**src/common/lfbd_cfg.svh**
```systemverilog
// register indices, reset values, field positions and write masks of the line-feed bank
`ifndef LFBD_CFG_SVH
`define LFBD_CFG_SVH

// ----------------------------------------------------------------
// bus geometry
// ----------------------------------------------------------------
`define LFBD_ADDR_W        12
`define LFBD_IDX_W         7
`define LFBD_RESP_OKAY     2'h0
`define LFBD_RESP_SLVERR   2'h2

// ----------------------------------------------------------------
// register indices (byte address is four times the index)
// ----------------------------------------------------------------
`define LFBD_IDX_MODE      7'h46
`define LFBD_IDX_HBV       7'h4E
`define LFBD_IDX_LBV       7'h4F
`define LFBD_IDX_LCL       7'h50
`define LFBD_IDX_ACL       7'h51
`define LFBD_IDX_COEFH     7'h52
`define LFBD_IDX_LC_ON     7'h53
`define LFBD_IDX_LC_OFF    7'h54
`define LFBD_IDX_TRIP_THR  7'h55
`define LFBD_IDX_OFFSET    7'h56
`define LFBD_IDX_MIN_ON    7'h57
`define LFBD_IDX_STATUS    7'h58

// ----------------------------------------------------------------
// reset values
// ----------------------------------------------------------------
`define LFBD_RST_HBV       8'h32
`define LFBD_RST_LBV       8'h10
`define LFBD_RST_ZERO      8'h00

// ----------------------------------------------------------------
// writable bits; everything else is reserved and reads zero
// ----------------------------------------------------------------
`define LFBD_MASK_HBV      8'hBF
`define LFBD_MASK_6BIT     8'h3F
`define LFBD_MASK_FULL     8'hFF
`define LFBD_MASK_LC_OFF   8'hFF
`define LFBD_MASK_OFFSET   8'h1F
`define LFBD_MASK_MODE     8'h20

// ----------------------------------------------------------------
// field positions
// ----------------------------------------------------------------
`define LFBD_BIT_EXT_BAT   7
`define LFBD_BIT_HYST      6
`define LFBD_BIT_DYN       7
`define LFBD_BIT_FOLLOW    4
`define LFBD_BIT_VBD       5
`define LFBD_BIT_OFFHOOK   0
`define LFBD_BIT_ACTRIP    1

`endif

```
**src/common/lfbd_pkg.sv**
```systemverilog
// types shared by the line-feed battery and detect register bank
`include "lfbd_cfg.svh"
package lfbd_pkg;

  // complete state of the bank: registers, bus handshake, detector results
  typedef struct packed {
    logic [7:0]              mode;
    logic [7:0]              hbv;
    logic [7:0]              lbv;
    logic [7:0]              lcl;
    logic [7:0]              acl;
    logic [7:0]              coefh;
    logic [7:0]              lc_on;
    logic [7:0]              lc_off;
    logic [7:0]              trip_thr;
    logic [7:0]              offset;
    logic [7:0]              min_on;
    logic                    aw_got;
    logic [`LFBD_ADDR_W-1:0] aw_addr;
    logic                    w_got;
    logic [7:0]              w_data;
    logic                    w_strb;
    logic                    bvalid;
    logic [1:0]              bresp;
    logic                    rvalid;
    logic [7:0]              rdata;
    logic [1:0]              rresp;
    logic                    off_hook;
    logic                    ac_trip;
    logic [5:0]              bat_target;
  } lfbd_state_type;

endpackage : lfbd_pkg

```
**src/logic/lfbd_regs.sv**
```systemverilog
// line-feed battery, loop-closure and ring-trip configuration bank with AXI4-Lite slave
`include "lfbd_cfg.svh"
`timescale 1ns/10ps
`default_nettype none

module lfbd_regs
  import lfbd_pkg::*;
(
  input  wire logic                    clk_sys,
  input  wire logic                    sys_rst,
  input  wire logic [`LFBD_ADDR_W-1:0] s_axi_awaddr,
  input  wire logic [2:0]              s_axi_awprot,
  input  wire logic                    s_axi_awvalid,
  output logic                         s_axi_awready,
  input  wire logic [31:0]             s_axi_wdata,
  input  wire logic [3:0]              s_axi_wstrb,
  input  wire logic                    s_axi_wvalid,
  output logic                         s_axi_wready,
  output logic [1:0]                   s_axi_bresp,
  output logic                         s_axi_bvalid,
  input  wire logic                    s_axi_bready,
  input  wire logic [`LFBD_ADDR_W-1:0] s_axi_araddr,
  input  wire logic [2:0]              s_axi_arprot,
  input  wire logic                    s_axi_arvalid,
  output logic                         s_axi_arready,
  output logic [31:0]                  s_axi_rdata,
  output logic [1:0]                   s_axi_rresp,
  output logic                         s_axi_rvalid,
  input  wire logic                    s_axi_rready,
  input  wire logic [5:0]              loop_current_code,
  input  wire logic [5:0]              tip_ring_voltage_code,
  input  wire logic [5:0]              ac_trip_current_code,
  input  wire logic [5:0]              ring_demand_level,
  output logic                         ext_battery_enable,
  output logic [5:0]                   high_battery_level,
  output logic [5:0]                   low_battery_level,
  output logic [11:0]                  loop_close_filter_coef,
  output logic [11:0]                  ac_trip_filter_coef,
  output logic                         hysteresis_enable,
  output logic                         dynamic_battery_target,
  output logic                         voltage_based_detect,
  output logic [5:0]                   ac_trip_current_threshold,
  output logic [3:0]                   tip_ring_offset,
  output logic                         battery_follow_enable,
  output logic [5:0]                   converter_min_on_count,
  output logic [5:0]                   battery_target_level,
  output logic                         off_hook,
  output logic                         ac_trip_detected
);

  // ----------------------------------------------------------------
  // helper functions
  // ----------------------------------------------------------------

  // word index of a byte address
  function automatic logic [`LFBD_IDX_W-1:0] addr_index(input logic [`LFBD_ADDR_W-1:0] a);
    addr_index = a[`LFBD_IDX_W+1:2];
  endfunction : addr_index

  // aligned, within the decoded window and one of the listed words
  function automatic logic addr_mapped(input logic [`LFBD_ADDR_W-1:0] a);
    logic [`LFBD_IDX_W-1:0] i;
    i = a[`LFBD_IDX_W+1:2];
    addr_mapped = 1'b0;
    if ((a[1:0] == 2'h0) && (a[`LFBD_ADDR_W-1:`LFBD_IDX_W+2] == '0)) begin
      addr_mapped = (i == `LFBD_IDX_MODE) || (i == `LFBD_IDX_STATUS) ||
                    ((i >= `LFBD_IDX_HBV) && (i <= `LFBD_IDX_MIN_ON));
    end
  endfunction : addr_mapped

  // read view of one word; reserved bits come back zero
  function automatic logic [7:0] reg_read(input lfbd_state_type st,
                                          input logic [`LFBD_IDX_W-1:0] i);
    reg_read = 8'h00;
    unique case (i)
      `LFBD_IDX_MODE:   reg_read = st.mode;
      `LFBD_IDX_HBV:    reg_read = st.hbv;
      `LFBD_IDX_LBV:    reg_read = st.lbv;
      `LFBD_IDX_LCL:    reg_read = st.lcl;
      `LFBD_IDX_ACL:    reg_read = st.acl;
      `LFBD_IDX_COEFH:  reg_read = st.coefh;
      `LFBD_IDX_LC_ON:    reg_read = st.lc_on;
      `LFBD_IDX_LC_OFF:   reg_read = st.lc_off;
      `LFBD_IDX_TRIP_THR: reg_read = st.trip_thr;
      `LFBD_IDX_OFFSET:   reg_read = st.offset;
      `LFBD_IDX_MIN_ON:   reg_read = st.min_on;
      `LFBD_IDX_STATUS: begin
        reg_read[`LFBD_BIT_OFFHOOK] = st.off_hook;
        reg_read[`LFBD_BIT_ACTRIP]  = st.ac_trip;
      end
      default:          reg_read = 8'h00;
    endcase
  endfunction : reg_read

  // ----------------------------------------------------------------
  // state
  // ----------------------------------------------------------------
  lfbd_state_type s_reg;
  lfbd_state_type s_next;
  logic [5:0]     meas_code;
  logic [5:0]     on_thr;
  logic [5:0]     off_thr;
  logic           aw_fire;
  logic           w_fire;
  logic           ar_fire;

  // handshake outputs are combinational; a held response blocks new writes
  assign s_axi_awready = !s_reg.aw_got && !s_reg.bvalid;
  assign s_axi_wready  = !s_reg.w_got && !s_reg.bvalid;
  assign s_axi_arready = !s_reg.rvalid;
  assign aw_fire       = s_axi_awvalid && s_axi_awready;
  assign w_fire        = s_axi_wvalid && s_axi_wready;
  assign ar_fire       = s_axi_arvalid && s_axi_arready;

  // detector inputs: one measured quantity, thresholds cut to their low six bits
  assign meas_code = s_reg.mode[`LFBD_BIT_VBD] ? tip_ring_voltage_code
                                               : loop_current_code;
  assign on_thr    = s_reg.lc_on[5:0];
  assign off_thr   = s_reg.lc_off[5:0];

  // ----------------------------------------------------------------
  // next state
  // ----------------------------------------------------------------
  always_comb begin
    logic [`LFBD_IDX_W-1:0] widx;
    logic [7:0]             wv;
    widx   = '0;
    wv     = 8'h00;
    s_next = s_reg;

    // responses retire when taken; a new one is formed only after the held one has gone
    if (s_reg.bvalid && s_axi_bready) begin
      s_next.bvalid = 1'b0;
    end
    if (s_reg.rvalid && s_axi_rready) begin
      s_next.rvalid = 1'b0;
    end

    // address and data are taken in either order and held until paired
    if (aw_fire) begin
      s_next.aw_got  = 1'b1;
      s_next.aw_addr = s_axi_awaddr;
    end
    if (w_fire) begin
      s_next.w_got  = 1'b1;
      s_next.w_data = s_axi_wdata[7:0];
      s_next.w_strb = s_axi_wstrb[0];
    end

    // write commits once both halves are in; unmapped words answer slverr
    if (s_next.aw_got && s_next.w_got && !s_reg.bvalid) begin
      widx          = addr_index(s_next.aw_addr);
      wv            = s_next.w_data;
      s_next.aw_got = 1'b0;
      s_next.w_got  = 1'b0;
      s_next.bvalid = 1'b1;
      s_next.bresp  = addr_mapped(s_next.aw_addr) ? `LFBD_RESP_OKAY : `LFBD_RESP_SLVERR;
      if (addr_mapped(s_next.aw_addr) && s_next.w_strb) begin
        unique case (widx)
          `LFBD_IDX_MODE:  s_next.mode  = wv & `LFBD_MASK_MODE;
          `LFBD_IDX_HBV:   s_next.hbv   = wv & `LFBD_MASK_HBV;
          `LFBD_IDX_LBV:   s_next.lbv   = wv & `LFBD_MASK_6BIT;
          `LFBD_IDX_LCL:   s_next.lcl   = wv & `LFBD_MASK_FULL;
          `LFBD_IDX_ACL:   s_next.acl   = wv & `LFBD_MASK_FULL;
          `LFBD_IDX_COEFH: s_next.coefh = wv & `LFBD_MASK_FULL;
          `LFBD_IDX_LC_ON:    s_next.lc_on    = wv & `LFBD_MASK_6BIT;
          `LFBD_IDX_LC_OFF:   s_next.lc_off   = wv & `LFBD_MASK_LC_OFF;
          `LFBD_IDX_TRIP_THR: s_next.trip_thr = wv & `LFBD_MASK_6BIT;
          `LFBD_IDX_OFFSET:   s_next.offset   = wv & `LFBD_MASK_OFFSET;
          `LFBD_IDX_MIN_ON:   s_next.min_on   = wv & `LFBD_MASK_6BIT;
          default:         s_next.mode  = s_reg.mode;            // status is read-only
        endcase
      end
    end

    // read data is captured at the address edge and held until taken
    if (ar_fire) begin
      s_next.rvalid = 1'b1;
      s_next.rdata  = addr_mapped(s_axi_araddr) ? reg_read(s_reg, addr_index(s_axi_araddr))
                                                : 8'h00;
      s_next.rresp  = addr_mapped(s_axi_araddr) ? `LFBD_RESP_OKAY : `LFBD_RESP_SLVERR;
    end

    // loop closure: with hysteresis each direction has its own threshold
    if (s_reg.lc_off[`LFBD_BIT_HYST]) begin
      if (!s_reg.off_hook) begin
        s_next.off_hook = (meas_code > on_thr);
      end else begin
        s_next.off_hook = !(meas_code < off_thr);
      end
    end else begin
      s_next.off_hook = (meas_code > on_thr);
    end

    // ac ring trip: raw comparison, debounce lives elsewhere
    s_next.ac_trip = (ac_trip_current_code > s_reg.trip_thr[5:0]);

    // battery target: fixed high level unless the dynamic target is on
    if (!s_reg.lc_off[`LFBD_BIT_DYN]) begin
      s_next.bat_target = s_reg.hbv[5:0];
    end else if (s_reg.offset[`LFBD_BIT_FOLLOW]) begin
      s_next.bat_target = ring_demand_level;
    end else begin
      // never below the low level, so the loop always has headroom
      s_next.bat_target = (ring_demand_level > s_reg.lbv[5:0]) ? ring_demand_level
                                                               : s_reg.lbv[5:0];
    end
  end

  // ----------------------------------------------------------------
  // registers
  // ----------------------------------------------------------------
  always_ff @(posedge clk_sys or posedge sys_rst) begin
    if (sys_rst) begin
      s_reg            <= '0;
      s_reg.hbv        <= `LFBD_RST_HBV;
      s_reg.lbv        <= `LFBD_RST_LBV;
    end else begin
      s_reg <= s_next;
    end
  end

  // ----------------------------------------------------------------
  // outputs
  // ----------------------------------------------------------------
  // bus answers
  assign s_axi_bvalid = s_reg.bvalid;
  assign s_axi_bresp  = s_reg.bresp;
  assign s_axi_rvalid = s_reg.rvalid;
  assign s_axi_rresp  = s_reg.rresp;
  assign s_axi_rdata  = {24'h000000, s_reg.rdata};

  // settings consumed by the analog line feed, then the battery target and the detector results
  assign ext_battery_enable        = s_reg.hbv[`LFBD_BIT_EXT_BAT];
  assign high_battery_level        = s_reg.hbv[5:0];
  assign low_battery_level         = s_reg.lbv[5:0];
  assign loop_close_filter_coef    = {s_reg.coefh[3:0], s_reg.lcl};
  assign ac_trip_filter_coef       = {s_reg.coefh[7:4], s_reg.acl};
  assign hysteresis_enable         = s_reg.lc_off[`LFBD_BIT_HYST];
  assign dynamic_battery_target    = s_reg.lc_off[`LFBD_BIT_DYN];
  assign voltage_based_detect      = s_reg.mode[`LFBD_BIT_VBD];
  assign ac_trip_current_threshold = s_reg.trip_thr[5:0];
  assign tip_ring_offset           = s_reg.offset[3:0];
  assign battery_follow_enable     = s_reg.offset[`LFBD_BIT_FOLLOW];
  assign converter_min_on_count    = s_reg.min_on[5:0];
  assign battery_target_level      = s_reg.bat_target;
  assign off_hook                  = s_reg.off_hook;
  assign ac_trip_detected          = s_reg.ac_trip;
endmodule : lfbd_regs

`default_nettype wire

```
**config.mk**
```make
export PLATFORM = sky130hd
export DESIGN_NAME = lfbd_regs
export DESIGN_NICKNAME = d
export VERILOG_FILES = /design/src/common/lfbd_pkg.sv /design/src/logic/lfbd_regs.sv
export VERILOG_INCLUDE_DIRS = /design/src /design/src/common
export SDC_FILE = /design/constraint.sdc
export NUM_CORES = 1
export LEC_CHECK = 0
export ABC_AREA = 1
export BUFFER_PORTS_ARGS = -buffer_cell sky130_fd_sc_hd__buf_2
export CAP_MARGIN = 25
export CORE_ASPECT_RATIO = 1.25
export CORE_MARGIN = 3
export CORE_UTILIZATION = 53
export CTS_BUF_LIST = sky130_fd_sc_hd__clkbuf_4 sky130_fd_sc_hd__clkbuf_8 sky130_fd_sc_hd__clkbuf_16
export DETAILED_ROUTE_END_ITERATION = 16
export PLACE_DENSITY = 0.81
export SLEW_MARGIN = 20
export SYNTH_ARGS = -nofsm -noshare
export SYNTH_HDL_FRONTEND = slang
export SYNTH_SLANG_ARGS = --single-unit
```
**constraint.sdc**
```tcl
create_clock -name clk_sys -period 4.5 [get_ports clk_sys]
set_input_delay 0.45 -clock clk_sys [delete_from_list [all_inputs] [get_ports clk_sys]]
set_output_delay 0.45 -clock clk_sys [all_outputs]
set_load 0.03 [all_outputs]
```
# Word-level counts from Yosys, hierarchy flattened

Cells that the tools add are included.

Bits in registers: 114
Bits of input ports: 97
Output and inout port bits: 106
Logic and storage cells: 119

$lt $le $gt $ge: 8
Equal/unequal tests: 24
Mux-type cells: 23
Reductions and logical operators: 40

Operators with widths:

| kind                 | number |
|---|---|
| $eq A7 B7 Y1 const B | 24 |
| $pmux W6 S11         | 1 |
| $reduce_and A3 Y1    | 11 |
| $mux W6              | 4 |
| $pmux W2 S11         | 1 |
| $gt A6 B6 Y1         | 3 |
| $ge A7 B7 Y1 const B | 2 |
| $le A7 B7 Y1 const B | 2 |
| $logic_and A1 B1 Y1  | 14 |
| $mux W13             | 1 |
| $mux W11             | 1 |
| $mux W1              | 10 |
| $mux W10             | 1 |
| $mux W8              | 1 |
| $logic_not A3 Y1     | 2 |
| $lt A6 B6 Y1         | 1 |
| $logic_not A1 Y1     | 5 |
| $logic_not A2 Y1     | 2 |
| $logic_or A1 B1 Y1   | 4 |
| $mux W2              | 2 |
| $reduce_bool A2 Y1   | 2 |
| $mux W3              | 1 |

# Depth between registers and ports, before layout

Depth in word-level cells: 11
Depth in mapped cells: 15
Depth with buffers taken out: 13

# Worst setup path before layout

No wires, ideal clock.

Path kind: register -> register
Start point: register s_reg (netlist bit s_axi_bvalid)
End point: register s_reg (netlist bit ac_trip_filter_coef[9])
Setup time: 0.118 ns
Arrival time: 2.151 ns
Data required time: 4.382 ns
Slack: 2.231 ns
Cell stages (with the launch flop): 9
Path buffers: 2
Clock period less this slack: 2.269 ns
Cell sequence: dfrtp_1 -> nor2_1 -> nand2_1 -> nand2_1 -> a21oi_4 -> buf_6 -> buf_4 -> nand4_1 -> nand2_1

Elaborated cells on any way between the ends: 24
Those cells by class: order compare: 2; eq/ne: 3; mux: 4; reduce/logical: 15

RTL lines:

| element                           | RTL line         | source |
|---|---|---|
| start: declaration                | lfbd_regs.sv:98  | `lfbd_state_type s_reg;` |
| start signal: assignment          | lfbd_regs.sv:219 | `s_reg <= s_next;` |
| $logic_not A1 Y1 *                | lfbd_regs.sv:109 | `assign s_axi_wready = !s_reg.w_got && !s_reg.bvalid;` |
| $logic_and A1 B1 Y1 *             | lfbd_regs.sv:109 |  |
| named net s_axi_wready            | lfbd_regs.sv:18  | `output logic s_axi_wready,` |
| $logic_and A1 B1 Y1 *             | lfbd_regs.sv:112 | `assign w_fire = s_axi_wvalid && s_axi_wready;` |
| $mux W10 *                        | lfbd_regs.sv:144 | `if (w_fire) begin` |
| $logic_and A1 B1 Y1 (2 in series) | lfbd_regs.sv:151 | `if (s_next.aw_got && s_next.w_got && !s_reg.bvalid) begin` |
| $reduce_and A3 Y1 (no line)       | n/a              |  |

Mark *: on every way through the listed nets, which the timed path passes. The rest lies on a longest branch. The select of a mux whose other input is x is not followed.
A chain may end at the register's enable or synchronous reset.

# Final worst setup path

Start point: register s_reg (netlist bit s_axi_bvalid)
End point: register s_reg (netlist bit battery_follow_enable)

Cells in the longest elaborated chain, start to end: 11
Elaborated cells on any way between the ends: 24
Those cells by class: order compare: 2; eq/ne: 3; mux: 4; reduce/logical: 15

Ends and longest elaborated chain:

| element                                                   | RTL line                                             | source |
|---|---|---|
| $logic_not A1 Y1 *                                        | lfbd_regs.sv:108, lfbd_regs.sv:109, lfbd_regs.sv:151 |  |
| $logic_and A1 B1 Y1                                       | lfbd_regs.sv:108                                     | `assign s_axi_awready = !s_reg.aw_got && !s_reg.bvalid;` |
| $logic_and A1 B1 Y1                                       | lfbd_regs.sv:111                                     | `assign aw_fire = s_axi_awvalid && s_axi_awready;` |
| $mux W13                                                  | lfbd_regs.sv:140                                     | `if (aw_fire) begin` |
| $ge A7 B7 Y1 (no line) (tied with other cells)            | n/a                                                  |  |
| $logic_and A1 B1 Y1 or $logic_or A1 B1 Y1 (tied branches) | lfbd_regs.sv:67, lfbd_regs.sv:66                     |  |
| $logic_or A1 B1 Y1                                        | lfbd_regs.sv:66                                      | `` addr_mapped = (i == `LFBD_IDX_MODE) \|\| (i == `LFBD_IDX_STATUS) \|\| `` |
| $mux W1                                                   | lfbd_regs.sv:65                                      | `` if ((a[1:0] == 2'h0) && (a[`LFBD_ADDR_W-1:`LFBD_IDX_W+2] == '0)) begin `` |
| $mux W1                                                   | lfbd_regs.sv:151                                     |  |
| $logic_and A1 B1 Y1                                       | lfbd_regs.sv:158                                     | `if (addr_mapped(s_next.aw_addr) && s_next.w_strb) begin` |
| $reduce_and A3 Y1 (no line)                               | n/a                                                  |  |

Mark *: on every way between the ends. The rest lies on a longest branch, timed or not. The select of a mux whose other input is x is not followed.

==> run metrics <==
run status finished clean; Num CTS Buffers 9; Resized Gates After CTS 0; kind of critical path flop to flop; dpl cells 1101; Root Buffer clkbuf_16; GRT Total Usage 26.5%; initial antenna violation count 0; Worst R2R Setup Slack 1.09 ns; Lkg Pwr 0.00416 uW; pre-CTS WS 1.17 ns; top-count cell post-synth nand2_1; row count 46; reg2reg end battery_follow_enable$_DFFE_PP0P_; Yosys Warn Count 0; Routed Antenna Nets 0; register clock-pin slew on the reported worst setup and hold paths 0.08 ns; via count between 6000 and 7000; Syn Inst Count approximately 880; worst skew pair latency 0.36 ns; Rel. slew slack roughly 44%; count of non-filler cells in the finished layout 1118; final hold vios 0; clk_skew 0.0106 ns; most frequent cells after synthesis 267 x nand2_1, 108 x dfrtp_1, 100 x buf_4; Final WS setup 1.09 ns; max-cap violation count 0; DPL Wire Length 14.5 mm; Post-synth ARST share 100%; # diodes 0; Max Freq approximately 290 MHz; unrepaired setup endpoints after global routing no; Core Util, Final 58.9%; fillers approximately 1100; Reg2Reg Depth 11; GPL Wtd Cong 0.975; Post-synth EDFFs 0; first-pass GRT wire length 30.4 mm; number of global-route vias before repair 5929; H-tree depth 3; Fin Setup TNS 0 ns; die footprint about 15000 sq um; top cell type's share of synthesized area 38.1%; endpoints failing setup 0; sequential share of the synthesized area approximately two fifths; Post-Syn Area per Cell 8.04 sq um; worst hold path type input pin to asynchronous set/reset pin; CTS Buffer Depth 2; crit path DAT 3.65 ns; initial core utilization 55.0%; VDD IR max 0.285 mV; Final Cycle Share 75.7%; Pins Over Slew Limit 0; die height 135 microns; CTS tree built; I/O pin cnt about 200; clock sinks 112; Post-Synthesis Cell Area about 7000 sq um; drt wl/cell 17.4 microns; Layout area overhead 6.93%; max reg flops 23; DRC 0; floorplan core area 12900 sq um; crit end category flop; IO Port Bufs roughly 140; post-CTS setup buffers 0; nets 1065; largest net degree at the start of global routing slightly below 80; DRT Pass-1 Iters 6; gr ovfl total 0; hold_buf cts 0; vias per cell 5.52; share of layout cells above drive strength 1 a little under a quarter; final WL 19.4 mm; worst reg2reg path startpoint s_axi_bvalid$_DFFE_PP0P_; Synth Register Bits 112; PD cells 390 nW/um^2; Final Critical Period 3.41 ns; Die W 109 microns; most area-consuming cells after synthesis dfrtp_1 38%, nand2_1 14%, buf_4 11%; required time of the critical path roughly 4.7 ns; Netlist cell types 37; Yosys top cell by area dfrtp_1; Startpoint Class flop; dominant synthesized flop cell dfrtp_1; initial drt markers 603; slew at the pin closest to its max-slew limit 0.836 ns; worst-path fanout max 23
[cell usage in the layout, fill, tap and decap left out, drive strengths merged, types with 4 or more instances in the layout]
master,n
dfstp,4
clkbuf,9
buf,151
nand3b,4
inv,75
mux2,13
nor3,7
o21ai,33
o22ai,6
conb,26
nand3,31
dfrtp,108
ha,23
nand2,272
a21oi,29
nor2,55
nand4,89
[routing by layer]
layer	GRT usage (%)	up-vias	wire, microns
met3	5.15	69	1430
met1	31.7	2864	7390
met2	43.9	299	9630
met5	0	-	0
li1	-	2943	-
met4	15.4	0	980
[stage by stage]
stage	total power (uW)	hold WS [ns]	area, sq um
after global routing	3100	0.0502	7590
after detailed placement	2120	0.465	7260
final	2960	0.0357	7590
after floorplan	1930	0.445	7190
after global placement	2100	0.460	7260
after CTS	2940	0.272	7560
[power breakdown]
| group | switching [uW] | internal [uW] | total, uW | leakage (uW) |
|---|---|---|---|---|
| combinational | 745 | 217 | 962 | 0.00252 |
| clock | 394 | 439 | 833 | 0.000147 |
| sequential | 45.0 | 1120 | 1160 | 0.00148 |
| total | 1180 | 1770 | 2960 | 0.00416 |
[logic make-up after synthesis]
logic type,synth area share [%]
and+or+nand+nor,31.1
DFF,39.6
buffers and inverters,16.9
AOI/OAI and AO/OA,6.35
muxes,2.06
other,0.0528
adders and majority gates,4.06
[cell type report]
| class | count | area [sq um] | area share, % |
|---|---|---|---|
| multi-input cells | 599 | 3190 | 42.0 |
| flip-flops and latches | 112 | 2810 | 37.0 |
| repair buffers | 151 | 808 | 10.7 |
| inverters | 72 | 273 | 3.59 |
| clock buffers | 9 | 225 | 2.97 |
| well taps | 168 | 210 | 2.77 |
| clock inverters | 7 | 77.6 | 1.02 |
[worst max-delay path, stage by stage, from the launching register on]
cell and delay [ns]:
dfrtp_1 0.43, nor2_2 0.38, nand2_1 0.50, inv_2 0.24, nor2_1 0.08, nor2_2 0.13, inv_2 0.11, a21oi_4 0.59
buf_4 0.42, nand4_2 0.21, nand2_1 0.13, nand2_1 0.06
[worst max-delay path by stage]
| stage | from | to | slack, ns | cells after the start |
|---|---|---|---|---|
| after floorplan | sys_rst | ac_trip_current_threshold[0]$_DFFE_PP0P_ | 1.10 | 1 |
| after global placement | s_axi_bvalid$_DFFE_PP0P_ | tip_ring_offset[1]$_DFFE_PP0P_ | 1.21 | 11 |
| after detailed placement | s_axi_bvalid$_DFFE_PP0P_ | battery_follow_enable$_DFFE_PP0P_ | 1.17 | 11 |
| after CTS | s_axi_bvalid$_DFFE_PP0P_ | battery_follow_enable$_DFFE_PP0P_ | 1.14 | 11 |
| after global routing | s_axi_bvalid$_DFFE_PP0P_ | battery_follow_enable$_DFFE_PP0P_ | 0.81 | 11 |
| final | s_axi_bvalid$_DFFE_PP0P_ | battery_follow_enable$_DFFE_PP0P_ | 1.09 | 11 |
Power figures use the tool's default switching activity.
